**src/shared/rcbf_defs.vh**
```
// Constants for the receive channel break filter block
`ifndef RCBF_DEFS_VH
`define RCBF_DEFS_VH
// ==========================================
// Register offsets (byte addresses on the plain port)
`define RCBF_ADDR_W 4
`define RCBF_OFF_MODE_CONFIG 4'h0
`define RCBF_OFF_THRESHOLD 4'h1
`define RCBF_OFF_STATUS 4'h2
`define RCBF_OFF_CHAN_PACK 4'h3
`define RCBF_OFF_CNT1 4'h4
`define RCBF_OFF_CNT2 4'h5
// ==========================================
// Mode configuration field positions
`define RCBF_BIT_BOS 0
`define RCBF_BIT_BOB 1
`define RCBF_BIT_CHAN1_THRESHOLD_BREAK_ENABLE 2
`define RCBF_BIT_CHAN2_THRESHOLD_BREAK_ENABLE 3
`define RCBF_BIT_FPP 4
`define RCBF_BIT_DUP 5
// ==========================================
// Copy control codes for channel 0
`define RCBF_COPY_FILT_A 2'h1
`define RCBF_COPY_FILT_B 2'h2
`define RCBF_COPY_PROMISC 2'h3
// ==========================================
// Page figures
`define RCBF_PAGE_BYTES 13'h1000
`define RCBF_MAX_PAGES_FPP 2'h2
`define RCBF_LEN_W 13
`endif

```
**src/logic/rcbf_frame_tracker.v**
```verilog
// Per-channel copied-frame counter against the threshold
`timescale 1ns/100ps
`default_nettype none
module rcbf_frame_tracker (
	input wire core_clk,
	input wire rst_n,
	input wire enable,
	input wire frame_copied,
	input wire [7:0] threshold,
	output reg hit,
	output reg [7:0] count
);
	// ==========================================
	// Counting
	// Counter restarts after each threshold breakpoint
	always @(posedge core_clk or negedge rst_n) begin
		if (!rst_n) begin
			count <= 8'h00;
			hit <= 1'b0;
		end else begin
			hit <= 1'b0;
			if (frame_copied) begin
				if (enable && (count + 8'h01 >= threshold)) begin
					count <= 8'h00;
					hit <= 1'b1;
				end else begin
					count <= count + 8'h01;
				end
			end
		end
	end
endmodule
`default_nettype wire

```
**src/logic/rcbf_top.v**
```verilog
// Receive channel breakpoint, page packing and duplicate filter logic
// Notes for users
// Attention outputs are one-cycle pulses; the sticky
// attention register sits outside this block.
// Mode config and threshold have no reset, so they
// hold X after power-up until software writes them.
// Threshold hits reach the outputs one cycle later
// than service and burst causes, via the tracker.
// Frame lengths above one page spill into exactly
// one extra page; longer frames are not expected.
// The full destination address is not compared; only
// the own-address flag from the matcher is used.
// Both threshold channels share one threshold value,
// so they cannot be tuned apart.
//
// The register addresses and strobed register access were left to the implementer.
`timescale 1ns/100ps
`default_nettype none
`include "rcbf_defs.vh"
module rcbf_top (
	input wire core_clk,
	input wire rst_n,
	// Register port
	input wire [3:0] reg_addr,
	input wire [7:0] reg_wdata,
	input wire reg_write,
	input wire reg_read,
	output reg [7:0] reg_rdata,
	// Receive state and frame fields
	input wire receive_stop_attention,
	input wire frame_end,
	input wire frame_valid,
	input wire frame_copy_ok,
	input wire frame_is_mac,
	input wire [1:0] frame_channel,
	input wire [7:0] frame_fc,
	input wire [47:0] frame_da,
	input wire [47:0] frame_sa,
	input wire [31:0] frame_info4,
	input wire frame_da_own,
	input wire [12:0] frame_len,
	// Copy setup and ring events
	input wire [1:0] chan0_copy_control,
	input wire token_received,
	input wire ring_op_change,
	// Results, all registered
	output reg chan0_break_attention,
	output reg chan1_break_attention,
	output reg chan2_break_attention,
	output reg frame_copy,
	output reg page_break,
	output reg [1:0] unit_descriptor_count
);
	// ==========================================
	// Registers
	// Mode config has no reset term so it survives reset
	reg [7:0] receive_mode_config;
	reg [7:0] receive_frame_threshold;
	reg [2:0] per_channel_address_config;
	// Frame history for the filter and burst checks
	reg dup_bit_prev;
	reg force_copy;
	reg [7:0] prev_fc;
	reg [31:0] prev_info;
	reg [47:0] prev_sa;
	reg prev_da_own;
	reg [1:0] prev_channel;
	reg have_prev;
	reg copied_since_opp;
	reg [12:0] page_fill;
	// Tracker results
	wire hit1;
	wire hit2;
	wire [7:0] cnt1;
	wire [7:0] cnt2;
	wire [7:0] sticky_view;

	// Mode bits decoded once
	wire service_opportunity_break_enable = receive_mode_config[`RCBF_BIT_BOS];
	wire chan1_threshold_break_enable = receive_mode_config[`RCBF_BIT_CHAN1_THRESHOLD_BREAK_ENABLE];
	wire chan2_threshold_break_enable = receive_mode_config[`RCBF_BIT_CHAN2_THRESHOLD_BREAK_ENABLE];
	wire one_frame_per_page = receive_mode_config[`RCBF_BIT_FPP];
	wire dup_bit = receive_mode_config[`RCBF_BIT_DUP];

	// ==========================================
	// Register writes
	// Config only accepted while receive stop is up or unchanged value
	always @(posedge core_clk) begin
		if (reg_write && reg_addr == `RCBF_OFF_MODE_CONFIG &&
			(receive_stop_attention || reg_wdata == receive_mode_config)) begin
			receive_mode_config <= reg_wdata;
		end
		// Threshold writes wait for receive stop as well
		if (reg_write && reg_addr == `RCBF_OFF_THRESHOLD && receive_stop_attention) begin
			receive_frame_threshold <= reg_wdata;
		end
	end

	// Per-channel packing re-enable bits, cleared by reset
	always @(posedge core_clk or negedge rst_n) begin
		if (!rst_n) begin
			per_channel_address_config <= 3'h0;
		end else if (reg_write && reg_addr == `RCBF_OFF_CHAN_PACK) begin
			per_channel_address_config <= reg_wdata[2:0];
		end
	end

	// ==========================================
	// Frame classification
	// Only a frame that ends valid is considered
	wire new_frame = frame_end && frame_valid;
	wire chan0 = (frame_channel == 2'h0);
	wire filt_code = (chan0_copy_control == `RCBF_COPY_FILT_A) ||
		(chan0_copy_control == `RCBF_COPY_FILT_B);
	wire promisc = (chan0_copy_control == `RCBF_COPY_PROMISC);
	// Filter: channel 0 MAC frames under a filter code
	wire filt_active = chan0 && frame_is_mac && filt_code && dup_bit && !promisc;
	// A repeat matches FC and the first info bytes
	wire is_dup = have_prev && (frame_fc == prev_fc) && (frame_info4 == prev_info);
	wire drop_dup = filt_active && is_dup && !force_copy;
	// Copy unless the filter drops a repeat
	wire copy_now = new_frame && frame_copy_ok && !drop_dup;

	// Burst end detection on copied frames
	// Each cause needs a previous copied frame
	wire chan_change = have_prev && (frame_channel != prev_channel);
	wire da_change = have_prev && prev_da_own && !frame_da_own;
	wire sa_change = have_prev && (frame_sa != prev_sa);
	wire info_change = have_prev && frame_is_mac && (frame_info4 != prev_info);
	wire burst_end = copy_now && (chan_change || da_change || sa_change || info_change);

	// Service opportunity end after copied frames
	wire opp_end = copied_since_opp &&
		(token_received || (new_frame && frame_is_mac) || ring_op_change);

	// ==========================================
	// Previous-frame history and filter edge
	always @(posedge core_clk or negedge rst_n) begin
		if (!rst_n) begin
			dup_bit_prev <= 1'b0;
			force_copy <= 1'b0;
			prev_fc <= 8'h00;
			prev_info <= 32'h0000_0000;
			prev_sa <= 48'h0000_0000_0000;
			prev_da_own <= 1'b0;
			prev_channel <= 2'h0;
			have_prev <= 1'b0;
			copied_since_opp <= 1'b0;
		end else begin
			// Filter bit delayed one cycle for edge detect
			dup_bit_prev <= dup_bit;
			// Edge arms one forced copy; event in same cycle still arms
			if (dup_bit && !dup_bit_prev) begin
				force_copy <= 1'b1;
			end else if (new_frame && chan0 && frame_is_mac) begin
				force_copy <= 1'b0;
			end
			// History follows copied frames only
			if (copy_now) begin
				prev_fc <= frame_fc;
				prev_info <= frame_info4;
				prev_sa <= frame_sa;
				prev_da_own <= frame_da_own;
				prev_channel <= frame_channel;
				have_prev <= 1'b1;
			end
			// A copy in the same cycle keeps the opportunity open
			if (copy_now) begin
				copied_since_opp <= 1'b1;
			end else if (opp_end) begin
				copied_since_opp <= 1'b0;
			end
		end
	end

	// ==========================================
	// Threshold counters for channels 1 and 2
	// Both channels share the one threshold value
	rcbf_frame_tracker u_trk1 (
		.core_clk(core_clk),
		.rst_n(rst_n),
		.enable(chan1_threshold_break_enable),
		.frame_copied(copy_now && frame_channel == 2'h1),
		.threshold(receive_frame_threshold),
		.hit(hit1),
		.count(cnt1)
	);
	rcbf_frame_tracker u_trk2 (
		.core_clk(core_clk),
		.rst_n(rst_n),
		.enable(chan2_threshold_break_enable),
		.frame_copied(copy_now && frame_channel == 2'h2),
		.threshold(receive_frame_threshold),
		.hit(hit2),
		.count(cnt2)
	);

	// ==========================================
	// Break attention pulses
	// Service and burst causes go to the channel of the last copied frame
	wire [2:0] prev_onehot = 3'h1 << prev_channel;
	// Threshold hits exist only on channels 1 and 2
	wire [2:0] thr_hit = {hit2, hit1, 1'b0};
	wire [2:0] next_attention;
	genvar ch_i;
	generate
		for (ch_i = 0; ch_i < 3; ch_i = ch_i + 1) begin : g_attn
			assign next_attention[ch_i] = (service_opportunity_break_enable && opp_end && prev_onehot[ch_i]) ||
				(burst_end && prev_onehot[ch_i]) || thr_hit[ch_i];
		end
	endgenerate

	// Attention pulses to the attention register outside; one cycle each
	always @(posedge core_clk or negedge rst_n) begin
		if (!rst_n) begin
			chan0_break_attention <= 1'b0;
			chan1_break_attention <= 1'b0;
			chan2_break_attention <= 1'b0;
		end else begin
			chan0_break_attention <= next_attention[0];
			chan1_break_attention <= next_attention[1];
			chan2_break_attention <= next_attention[2];
		end
	end

	// ==========================================
	// Page packing
	// Packing is off under frame per page unless re-enabled
	wire pack_allowed = !one_frame_per_page || per_channel_address_config[frame_channel];
	// Running fill of the open page, one bit wider for overflow
	wire [13:0] fill_sum = {1'b0, page_fill} + {1'b0, frame_len};
	wire fits = fill_sum <= {1'b0, `RCBF_PAGE_BYTES};
	// Break when packing is off, the frame overflows, or no page is open
	wire need_break = !pack_allowed || !fits || page_fill == 13'h0000;
	// A frame longer than a page spills into one more
	wire spans_two = (frame_len > `RCBF_PAGE_BYTES);

	always @(posedge core_clk or negedge rst_n) begin
		if (!rst_n) begin
			frame_copy <= 1'b0;
			page_break <= 1'b0;
			unit_descriptor_count <= 2'h0;
			page_fill <= 13'h0000;
		end else begin
			// Pulses and unit count follow the copy by a cycle
			frame_copy <= copy_now;
			page_break <= copy_now && need_break;
			if (copy_now) begin
				// Fresh page per frame keeps spill to one extra page
				if (!pack_allowed) begin
					unit_descriptor_count <= spans_two ? `RCBF_MAX_PAGES_FPP : 2'h1;
					page_fill <= 13'h0000;
				end else if (need_break) begin
					unit_descriptor_count <= spans_two ? `RCBF_MAX_PAGES_FPP : 2'h1;
					page_fill <= spans_two ? frame_len - `RCBF_PAGE_BYTES : frame_len;
				end else begin
					unit_descriptor_count <= 2'h1;
					page_fill <= fill_sum[12:0];
				end
			end
		end
	end

	// ==========================================
	// Read port, data one cycle after strobe
	// Status bits expose internal history for software debug
	assign sticky_view = {3'h0, copied_since_opp, force_copy, have_prev, dup_bit_prev, one_frame_per_page};
	always @(posedge core_clk or negedge rst_n) begin
		if (!rst_n) begin
			reg_rdata <= 8'h00;
		end else if (reg_read) begin
			case (reg_addr)
				`RCBF_OFF_MODE_CONFIG: reg_rdata <= receive_mode_config;
				`RCBF_OFF_THRESHOLD: reg_rdata <= receive_frame_threshold;
				`RCBF_OFF_STATUS: reg_rdata <= sticky_view;
				`RCBF_OFF_CHAN_PACK: reg_rdata <= {5'h00, per_channel_address_config};
				`RCBF_OFF_CNT1: reg_rdata <= cnt1;
				`RCBF_OFF_CNT2: reg_rdata <= cnt2;
				// Unmapped offsets read as zero
				default: reg_rdata <= 8'h00;
			endcase
		end else begin
			// Read data return to zero outside the answer cycle
			reg_rdata <= 8'h00;
		end
	end
endmodule
`default_nettype wire

```
**config.mk**
```make
export PLATFORM = sky130hd
export DESIGN_NAME = rcbf_top
export DESIGN_NICKNAME = d
export VERILOG_FILES = /design/src/logic/rcbf_frame_tracker.v /design/src/logic/rcbf_top.v
export VERILOG_INCLUDE_DIRS = /design/src /design/src/shared
export SDC_FILE = /design/constraint.sdc
export NUM_CORES = 1
export LEC_CHECK = 0
export BUFFER_PORTS_ARGS = -buffer_cell sky130_fd_sc_hd__buf_2
export CAP_MARGIN = 20
export CORE_AREA = 2 2 126 128
export CTS_CLUSTER_SIZE = 28
export DETAILED_ROUTE_END_ITERATION = 12
export DIE_AREA = 0 0 128 130
export PLACE_DENSITY = 0.85
export SKIP_LAST_GASP = 1
export SLEW_MARGIN = 40
export SYNTH_ARGS = -nofsm -noshare
export SYNTH_HDL_FRONTEND = slang
export SYNTH_SLANG_ARGS = --single-unit
```
**constraint.sdc**
```tcl
create_clock -name core_clk -period 7.1 [get_ports core_clk]
set_input_delay 1.065 -clock core_clk [delete_from_list [all_inputs] [get_ports core_clk]]
set_output_delay 1.065 -clock core_clk [all_outputs]
set_load 0.02 [all_outputs]
```
# ---- Word-level counts from Yosys, hierarchy flattened
# Cells that the tools add are included.
dict set report totals {
  regBits 160
  word_cells 138
}
dict set report op_classes {
  reduce_logical 68
  eq_ne 16
  mux 20
  magnitude_cmp 5
  n_shift 1
  n_addsub 4
}
# operator count
set op_table {}
lappend op_table {{48-bit inequality test} 1}
lappend op_table {{8-bit one-hot mux with 6 select lines} 1}
lappend op_table {{1-bit logical AND} 40}
lappend op_table {{13-bit 2-to-1 mux} 3}
lappend op_table {{32-bit == test} 1}
lappend op_table {{32-bit inequality test} 1}
lappend op_table {{8-bit 2-to-1 mux} 3}
lappend op_table {{8-bit by 1-bit adder with 8-bit output (second input constant)} 2}
lappend op_table {{8-bit == test} 2}
lappend op_table {{8-bit greater-or-equal comparator} 2}
lappend op_table {{1-bit logical OR} 15}
lappend op_table {{13-bit by 13-bit adder with 14-bit output} 1}
lappend op_table {{14-bit by 13-bit less-or-equal comparator with 1-bit output (second input constant)} 1}
lappend op_table {{13-bit greater-than comparator (second input constant)} 1}
lappend op_table {{13-bit zero test} 1}
lappend op_table {{13-bit subtractor (second input constant)} 1}
lappend op_table {{1-bit 2-to-1 mux} 9}
lappend op_table {{4-bit by 2-bit == test with 1-bit output (second input constant)} 2}
lappend op_table {{4-bit by 3-bit == test with 1-bit output (second input constant)} 2}
lappend op_table {{1-bit zero test} 8}
lappend op_table {{2-bit == test (second input constant)} 3}
lappend op_table {{2-bit 2-to-1 mux} 3}
lappend op_table {{2-bit by 1-bit == test with 1-bit output (second input constant)} 2}
lappend op_table {{4-bit by 1-bit == test with 1-bit output (second input constant)} 1}
lappend op_table {{other kinds (7)} 8}

# ---- Longest topological paths before layout
dict set report depth {
  depth_word 13
  depth_mapped 11
  ltp_nobuf 11
}

# ---- Hierarchy
# A second synthesis with hierarchy kept.
dict set report unflattened {
  hier_cells 778
  area_unflattened_um2 8953.6
}
# mod seq_area_each_um2 cells_each area_per_inst_um2 n_inst
set modules_own_cells {}
lappend modules_own_cells {rcbf_top 3633.5 628 7537.2 1}
lappend modules_own_cells {rcbf_frame_tracker 225.2 75 708.2 2}

# ---- Worst setup path after synthesis
# Ideal clock, no wire load.
dict set report synth_timing {
  path_kind {input-to-reg}
  from {in frame_len[0]}
  to {reg page_fill[2]}
  path_slack_ns 3.479
  path_stages 11
  setup_time_ns 0.126
  t_arrival_ns 3.495
  cell_sequence {ha_1 inv_1 fa_1 and2b_1 o2111a_1 o21ai_2 nor3b_1 a311o_2 o41ai_4 a21oi_1 a311o_1}
}
dict set report synth_via {
  elab_chain_len 7
  elab_cells_between_ends 10
}
# element line
set synth_lines {}
lappend synth_lines {{from (decl)} rcbf_top.v:41} ;# input wire [12:0] frame_len,
lappend synth_lines {{13-bit by 13-bit adder with 14-bit output} rcbf_top.v:231} ;# wire [13:0] fill_sum = {1'b0, page_fill} + {1'b0, frame_len};
lappend synth_lines {{14-bit by 13-bit less-or-equal comparator with 1-bit output} rcbf_top.v:232} ;# wire fits = fill_sum <= {1'b0, `RCBF_PAGE_BYTES};
lappend synth_lines {{1-bit zero test} rcbf_top.v:234} ;# wire need_break = !pack_allowed || !fits || page_fill == 13'h0000;
lappend synth_lines {{1-bit logical OR (2 in series)} rcbf_top.v:234}
lappend synth_lines {{13-bit 2-to-1 mux *} rcbf_top.v:253} ;# end else if (need_break) begin
lappend synth_lines {{13-bit 2-to-1 mux *} rcbf_top.v:250} ;# if (!pack_allowed) begin
lappend synth_lines {{to (signal assigned)} rcbf_top.v:255} ;# page_fill <= spans_two ? frame_len - `RCBF_PAGE_BYTES : frame_len;
lappend synth_lines {{to (signal assigned)} rcbf_top.v:258} ;# page_fill <= fill_sum[12:0];
lappend synth_lines {{to (decl)} rcbf_top.v:70} ;# reg [12:0] page_fill;
# Mark *: on every way between the ends. The rest lies on a longest branch, timed or not.
# A chain may end at the register's enable or synchronous reset.

# ---- Worst setup path in the final report
dict set report layout_timing {
  from {in frame_len[0]}
  to {reg page_fill[7]}
}
# The elaborated chain is that of the path after synthesis.

==> metrics.log <==
INFO  metric leakage_power_figure = about 0.0046 uW
INFO  metric buffers_plus_inverters_on_the_worst_setup_path = 2
INFO  metric timing_max_transition_violations_final = 0
INFO  metric tritoncts = built
INFO  metric worst_slew_pin_slew = approximately 0.74 ns
INFO  metric syn-mean-instance-area = 11.51 um^2
INFO  metric die_y_extent = approximately 130 um
INFO  metric depth_of_the_worst_register_to_register_path = 11
INFO  metric cts.repair.resized = 0
INFO  metric cpLargestDelayFamily = compound AO/OA/AOI/OAI gates
INFO  metric share_of_the_clock_period_used_by_the_worst_path = 0.5233
INFO  metric hp-start = u_trk1.hit
INFO  metric placeableCoreArea = 15420 um^2
INFO  metric wl_per_cell = 17.78 um
INFO  metric power.density = 297.6 nW/um^2
INFO  metric detailroute.via_count = 6581
INFO  metric floorplan.die_area = 16640 um^2
INFO  metric synth-seq-area-share = 0.4556
INFO  metric postSynthNetCount = 989
INFO  metric timing.max_cap.violations = 0
INFO  metric vdd.ir_drop.worst = 181.3 uV
INFO  metric dr.first_iter.drc_count = 400
INFO  metric drt.antenna.violating_nets = 0
INFO  metric floorplan.rows = 46
INFO  metric crit_path_start_kind = input pin
INFO  metric clk_pin_slew_worst_paths = 0.06 ns
INFO  metric finalWirelength = approximately 20000 um
INFO  metric cts-htree-levels = 4
INFO  metric worst-endpoint-arrival = 4.01 ns
INFO  metric groute.layer.met2.usage = 0.4354
INFO  metric multi_input_comb_area = 4641 um^2
INFO  metric status = completed
INFO  metric synthesis.area = 8964 um^2
INFO  metric io_buffers = around 140
INFO  metric synth_async_sr_flop_share = 0.9000
INFO  metric synth_cell_type_count = 73
INFO  metric clock-sinks = 160
INFO  metric cts_setup_buffers = 0
INFO  metric drt_drc_violations_left = 0
INFO  metric yosysTopAreaCell = sky130_fd_sc_hd__dfrtp_1
INFO  metric hold_path_endpoint = chan1_break_attention
INFO  metric syn_to_final_growth = 16.21%
INFO  metric synth_top_cells_by_area = sky130_fd_sc_hd__dfrtp_1 (40%), sky130_fd_sc_hd__mux2_2 (12%), sky130_fd_sc_hd__xnor2_1 (7.7%)
INFO  metric synth_enable_flop_cells = 16
INFO  metric setup-tns-final = 0 ns
INFO  metric detailedRoute.firstPassIterationCount = 5
INFO  metric synthFlopType = sky130_fd_sc_hd__dfrtp_1
INFO  metric ctsLongestPathBuffers = 2
INFO  metric critPathMaxStageDelay = 0.56 ns
INFO  metric top_usage_layer = met2
INFO  metric rsz_0062_raised_after_global_routing = false
INFO  metric clk-insertion-delay-late = 0.42 ns
INFO  metric n_fill_cell = 1160
INFO  metric detailedPlacementHpwl = 14810 um
INFO  metric r2r_end = page_fill[7]
INFO  metric slew_headroom = 0.5094
INFO  metric via_per_inst = 5.865
INFO  metric cp_cell_sequence = buf_2 -> ha_1 -> inv_1 -> fa_1 -> and2b_1 -> o2111a_1 -> o21ai_2 -> nor3b_1 -> a311o_2 -> o41ai_4 -> a21oi_1 -> a311o_1
INFO  metric setup_violations = 0
INFO  metric global_route.usage.total = 0.2483
INFO  metric finish.net_count = about 1100
INFO  metric synthesis.yosys.warnings = 0
INFO  metric register_bit_total_from_synthesis = 160
INFO  metric num_cts_buffers = 17
INFO  metric critPathCaptureType = flip-flop
INFO  metric die_x = 128 um
INFO  metric floorplan.initialDensity = 0.5811
INFO  metric grt_antenna_before_repair = 1
INFO  metric grt_util_met3 = 0.05084
INFO  metric layout_min_cycle_time = around 3.7 ns
INFO  metric final_hold_viol_count = 0
INFO  metric synth.top_cell.area_share = 0.4020
INFO  metric crit_type = in -> reg
INFO  metric grt_overflow = 0
INFO  metric whs_path_depth = 1
INFO  metric drive_gt1_frac = 0.3175
INFO  metric highest_clock_rate = 269.2 MHz
INFO  metric cts-root-buf = sky130_fd_sc_hd__clkbuf_16
INFO  metric ff_to_ff_setup_slack = 3.76 ns
INFO  metric floorplan.io_pins = 192
INFO  metric timing.final.ws_setup = 3.385 ns
INFO  metric grt_first_pass_wirelength = 32400 um
INFO  metric pre_cts_slack = 2.999 ns
INFO  metric finalCoreUtilization = 0.6753
INFO  metric cts_hold_buf = 0
INFO  metric timing.critical_path.slowest_stage_cell = sky130_fd_sc_hd__o41ai_4
INFO  metric post_synth_inst_count = 779
INFO  metric worst-endpoint-required = 7.40 ns
INFO  metric place.gp.congestion = 0.9428
INFO  metric crit-reg2reg-launch = page_fill[0]
INFO  metric timing.hold.ws = 0.4254 ns
INFO  metric final.setup_skew = ~0.010 ns
INFO  metric final-seq-area = 4084 um^2
INFO  metric maximum_number_of_pins_on_one_net_before_global_route_repair = 84
INFO  metric path_max_fanout = 8
INFO  metric hold_path.class = reg -> reg
INFO  metric first_global_vias = 6626
INFO  metric use_met1 = 0.3122
[through the flow]
| stage | power (uW) | std cells | instance area [um^2] |
|---|---|---|---|
| floorplan | 1955 | 779 | 8964 |
| global placement | 2165 | 1090 | 9822 |
| global route | 3277 | 1122 | 10420 |
| detailed placement | 2205 | 1090 | 9833 |
| finish | 3100 | 1122 | 10420 |
| CTS | 3110 | 1121 | 10410 |
[sequential cells by signal, indices dropped and copies added, names as in the netlist, 2 cells and up]
signal	cells
page_fill	13
per_channel_address_config	3
prev_channel	2
prev_fc	8
prev_info	32
prev_sa	48
receive_frame_threshold	8
receive_mode_config	8
reg_rdata	8
u_trk1.count	8
u_trk2.count	8
unit_descriptor_count	2
[cell families after synthesis]
family	after synthesis	synth area share
AND/OR/NAND/NOR	196	0.1189
adder cells (fa/ha/maj)	33	0.04690
flip-flops	160	0.4556
AO/OA/AOI/OAI	105	0.08878
multiplexers	112	0.1494
buffers and inverters	58	0.02805
XOR/XNOR	115	0.1124
[layer usage]
metal / vias up / routed length, um
met1: 3228 / 8420
met2: 200 / 10100
met4: 0 / 382
li1: 3124 / -
met5: - / 0
met3: 29 / 1046
[worst reg2reg max path: stages, from the launching register on]
cell and delay, ns:
sky130_fd_sc_hd__dfrtp_1 0.38, sky130_fd_sc_hd__ha_1 0.18, sky130_fd_sc_hd__inv_1 0.05, sky130_fd_sc_hd__fa_1 0.41, sky130_fd_sc_hd__and2b_1 0.27, sky130_fd_sc_hd__o2111a_1 0.26
sky130_fd_sc_hd__o21ai_2 0.10, sky130_fd_sc_hd__nor3b_1 0.15, sky130_fd_sc_hd__a311o_2 0.41, sky130_fd_sc_hd__o41ai_4 0.56, sky130_fd_sc_hd__a21oi_1 0.16, sky130_fd_sc_hd__a311o_1 0.29
[cell usage after synthesis (all sizes together) (4+ instances only)]
master,instances
ha,32
nor4,15
dfrtp,144
o221ai,6
nand2,46
nand2b,7
buf,8
xor2,36
nand3b,4
nor3b,6
nor2,23
and2b,4
nand3,30
edfxtp,16
nand4,24
xnor2,79
nor3,8
o21ai,29
or3,4
o22ai,5
mux2i,10
a311o,4
a21o,11
inv,29
a21oi,12
a31o,6
mux4,8
mux2,94
clkbuf,21
and3,7
[cell type report]
class                      instances  share of cell area
multi-input combinational        561              0.4455
sequential                       160              0.3921
timing repair buffer             148             0.07351
clock buffer                      23             0.04493
tap                              192             0.02306
inverter                          29             0.01045
clock inverter                     8             0.01021
antenna                            1           0.0002402
[power by group]
| part | internal (uW) | leakage, uW | total (uW) | switching, uW |
|---|---|---|---|---|
| combinational | 474 | 0.00243 | 996 | 522 |
| sequential | 1080 | 0.00191 | 1210 | 130 |
| clock | 536 | 0.000274 | 893 | 357 |
| total | 2090 | 0.00461 | 3100 | 1010 |
[how the worst max path moves through the flow]
stage,from,to,slack (ns),cells after the start
2_1_floorplan,frame_len[0],page_fill[2],3.48,11
3_3_place_gp,frame_len[0],page_fill[10],3.04,12
3_5_place_dp,frame_len[0],page_fill[9],3.00,12
4_1_cts,frame_len[0],page_fill[7],3.41,12
5_1_grt,frame_len[0],page_fill[10],3.30,12
6_report,frame_len[0],page_fill[7],3.38,12
[placed cells by master (no fill, tap or decap), drive strengths merged, types with 10 or more instances in the layout]
master,netlist,routed
nand2,46,46
nand4,24,24
buf,8,147
xor2,36,36
mux2,94,94
nor4,15,15
nor2,23,23
o21ai,29,29
edfxtp,16,16
mux2i,10,10
xnor2,79,79
clkbuf,21,24
dfrtp,144,144
ha,32,32
a21o,11,11
inv,29,30
nand3,30,30
a21oi,12,12
Note: power is estimated with default switching activity, not from simulation.
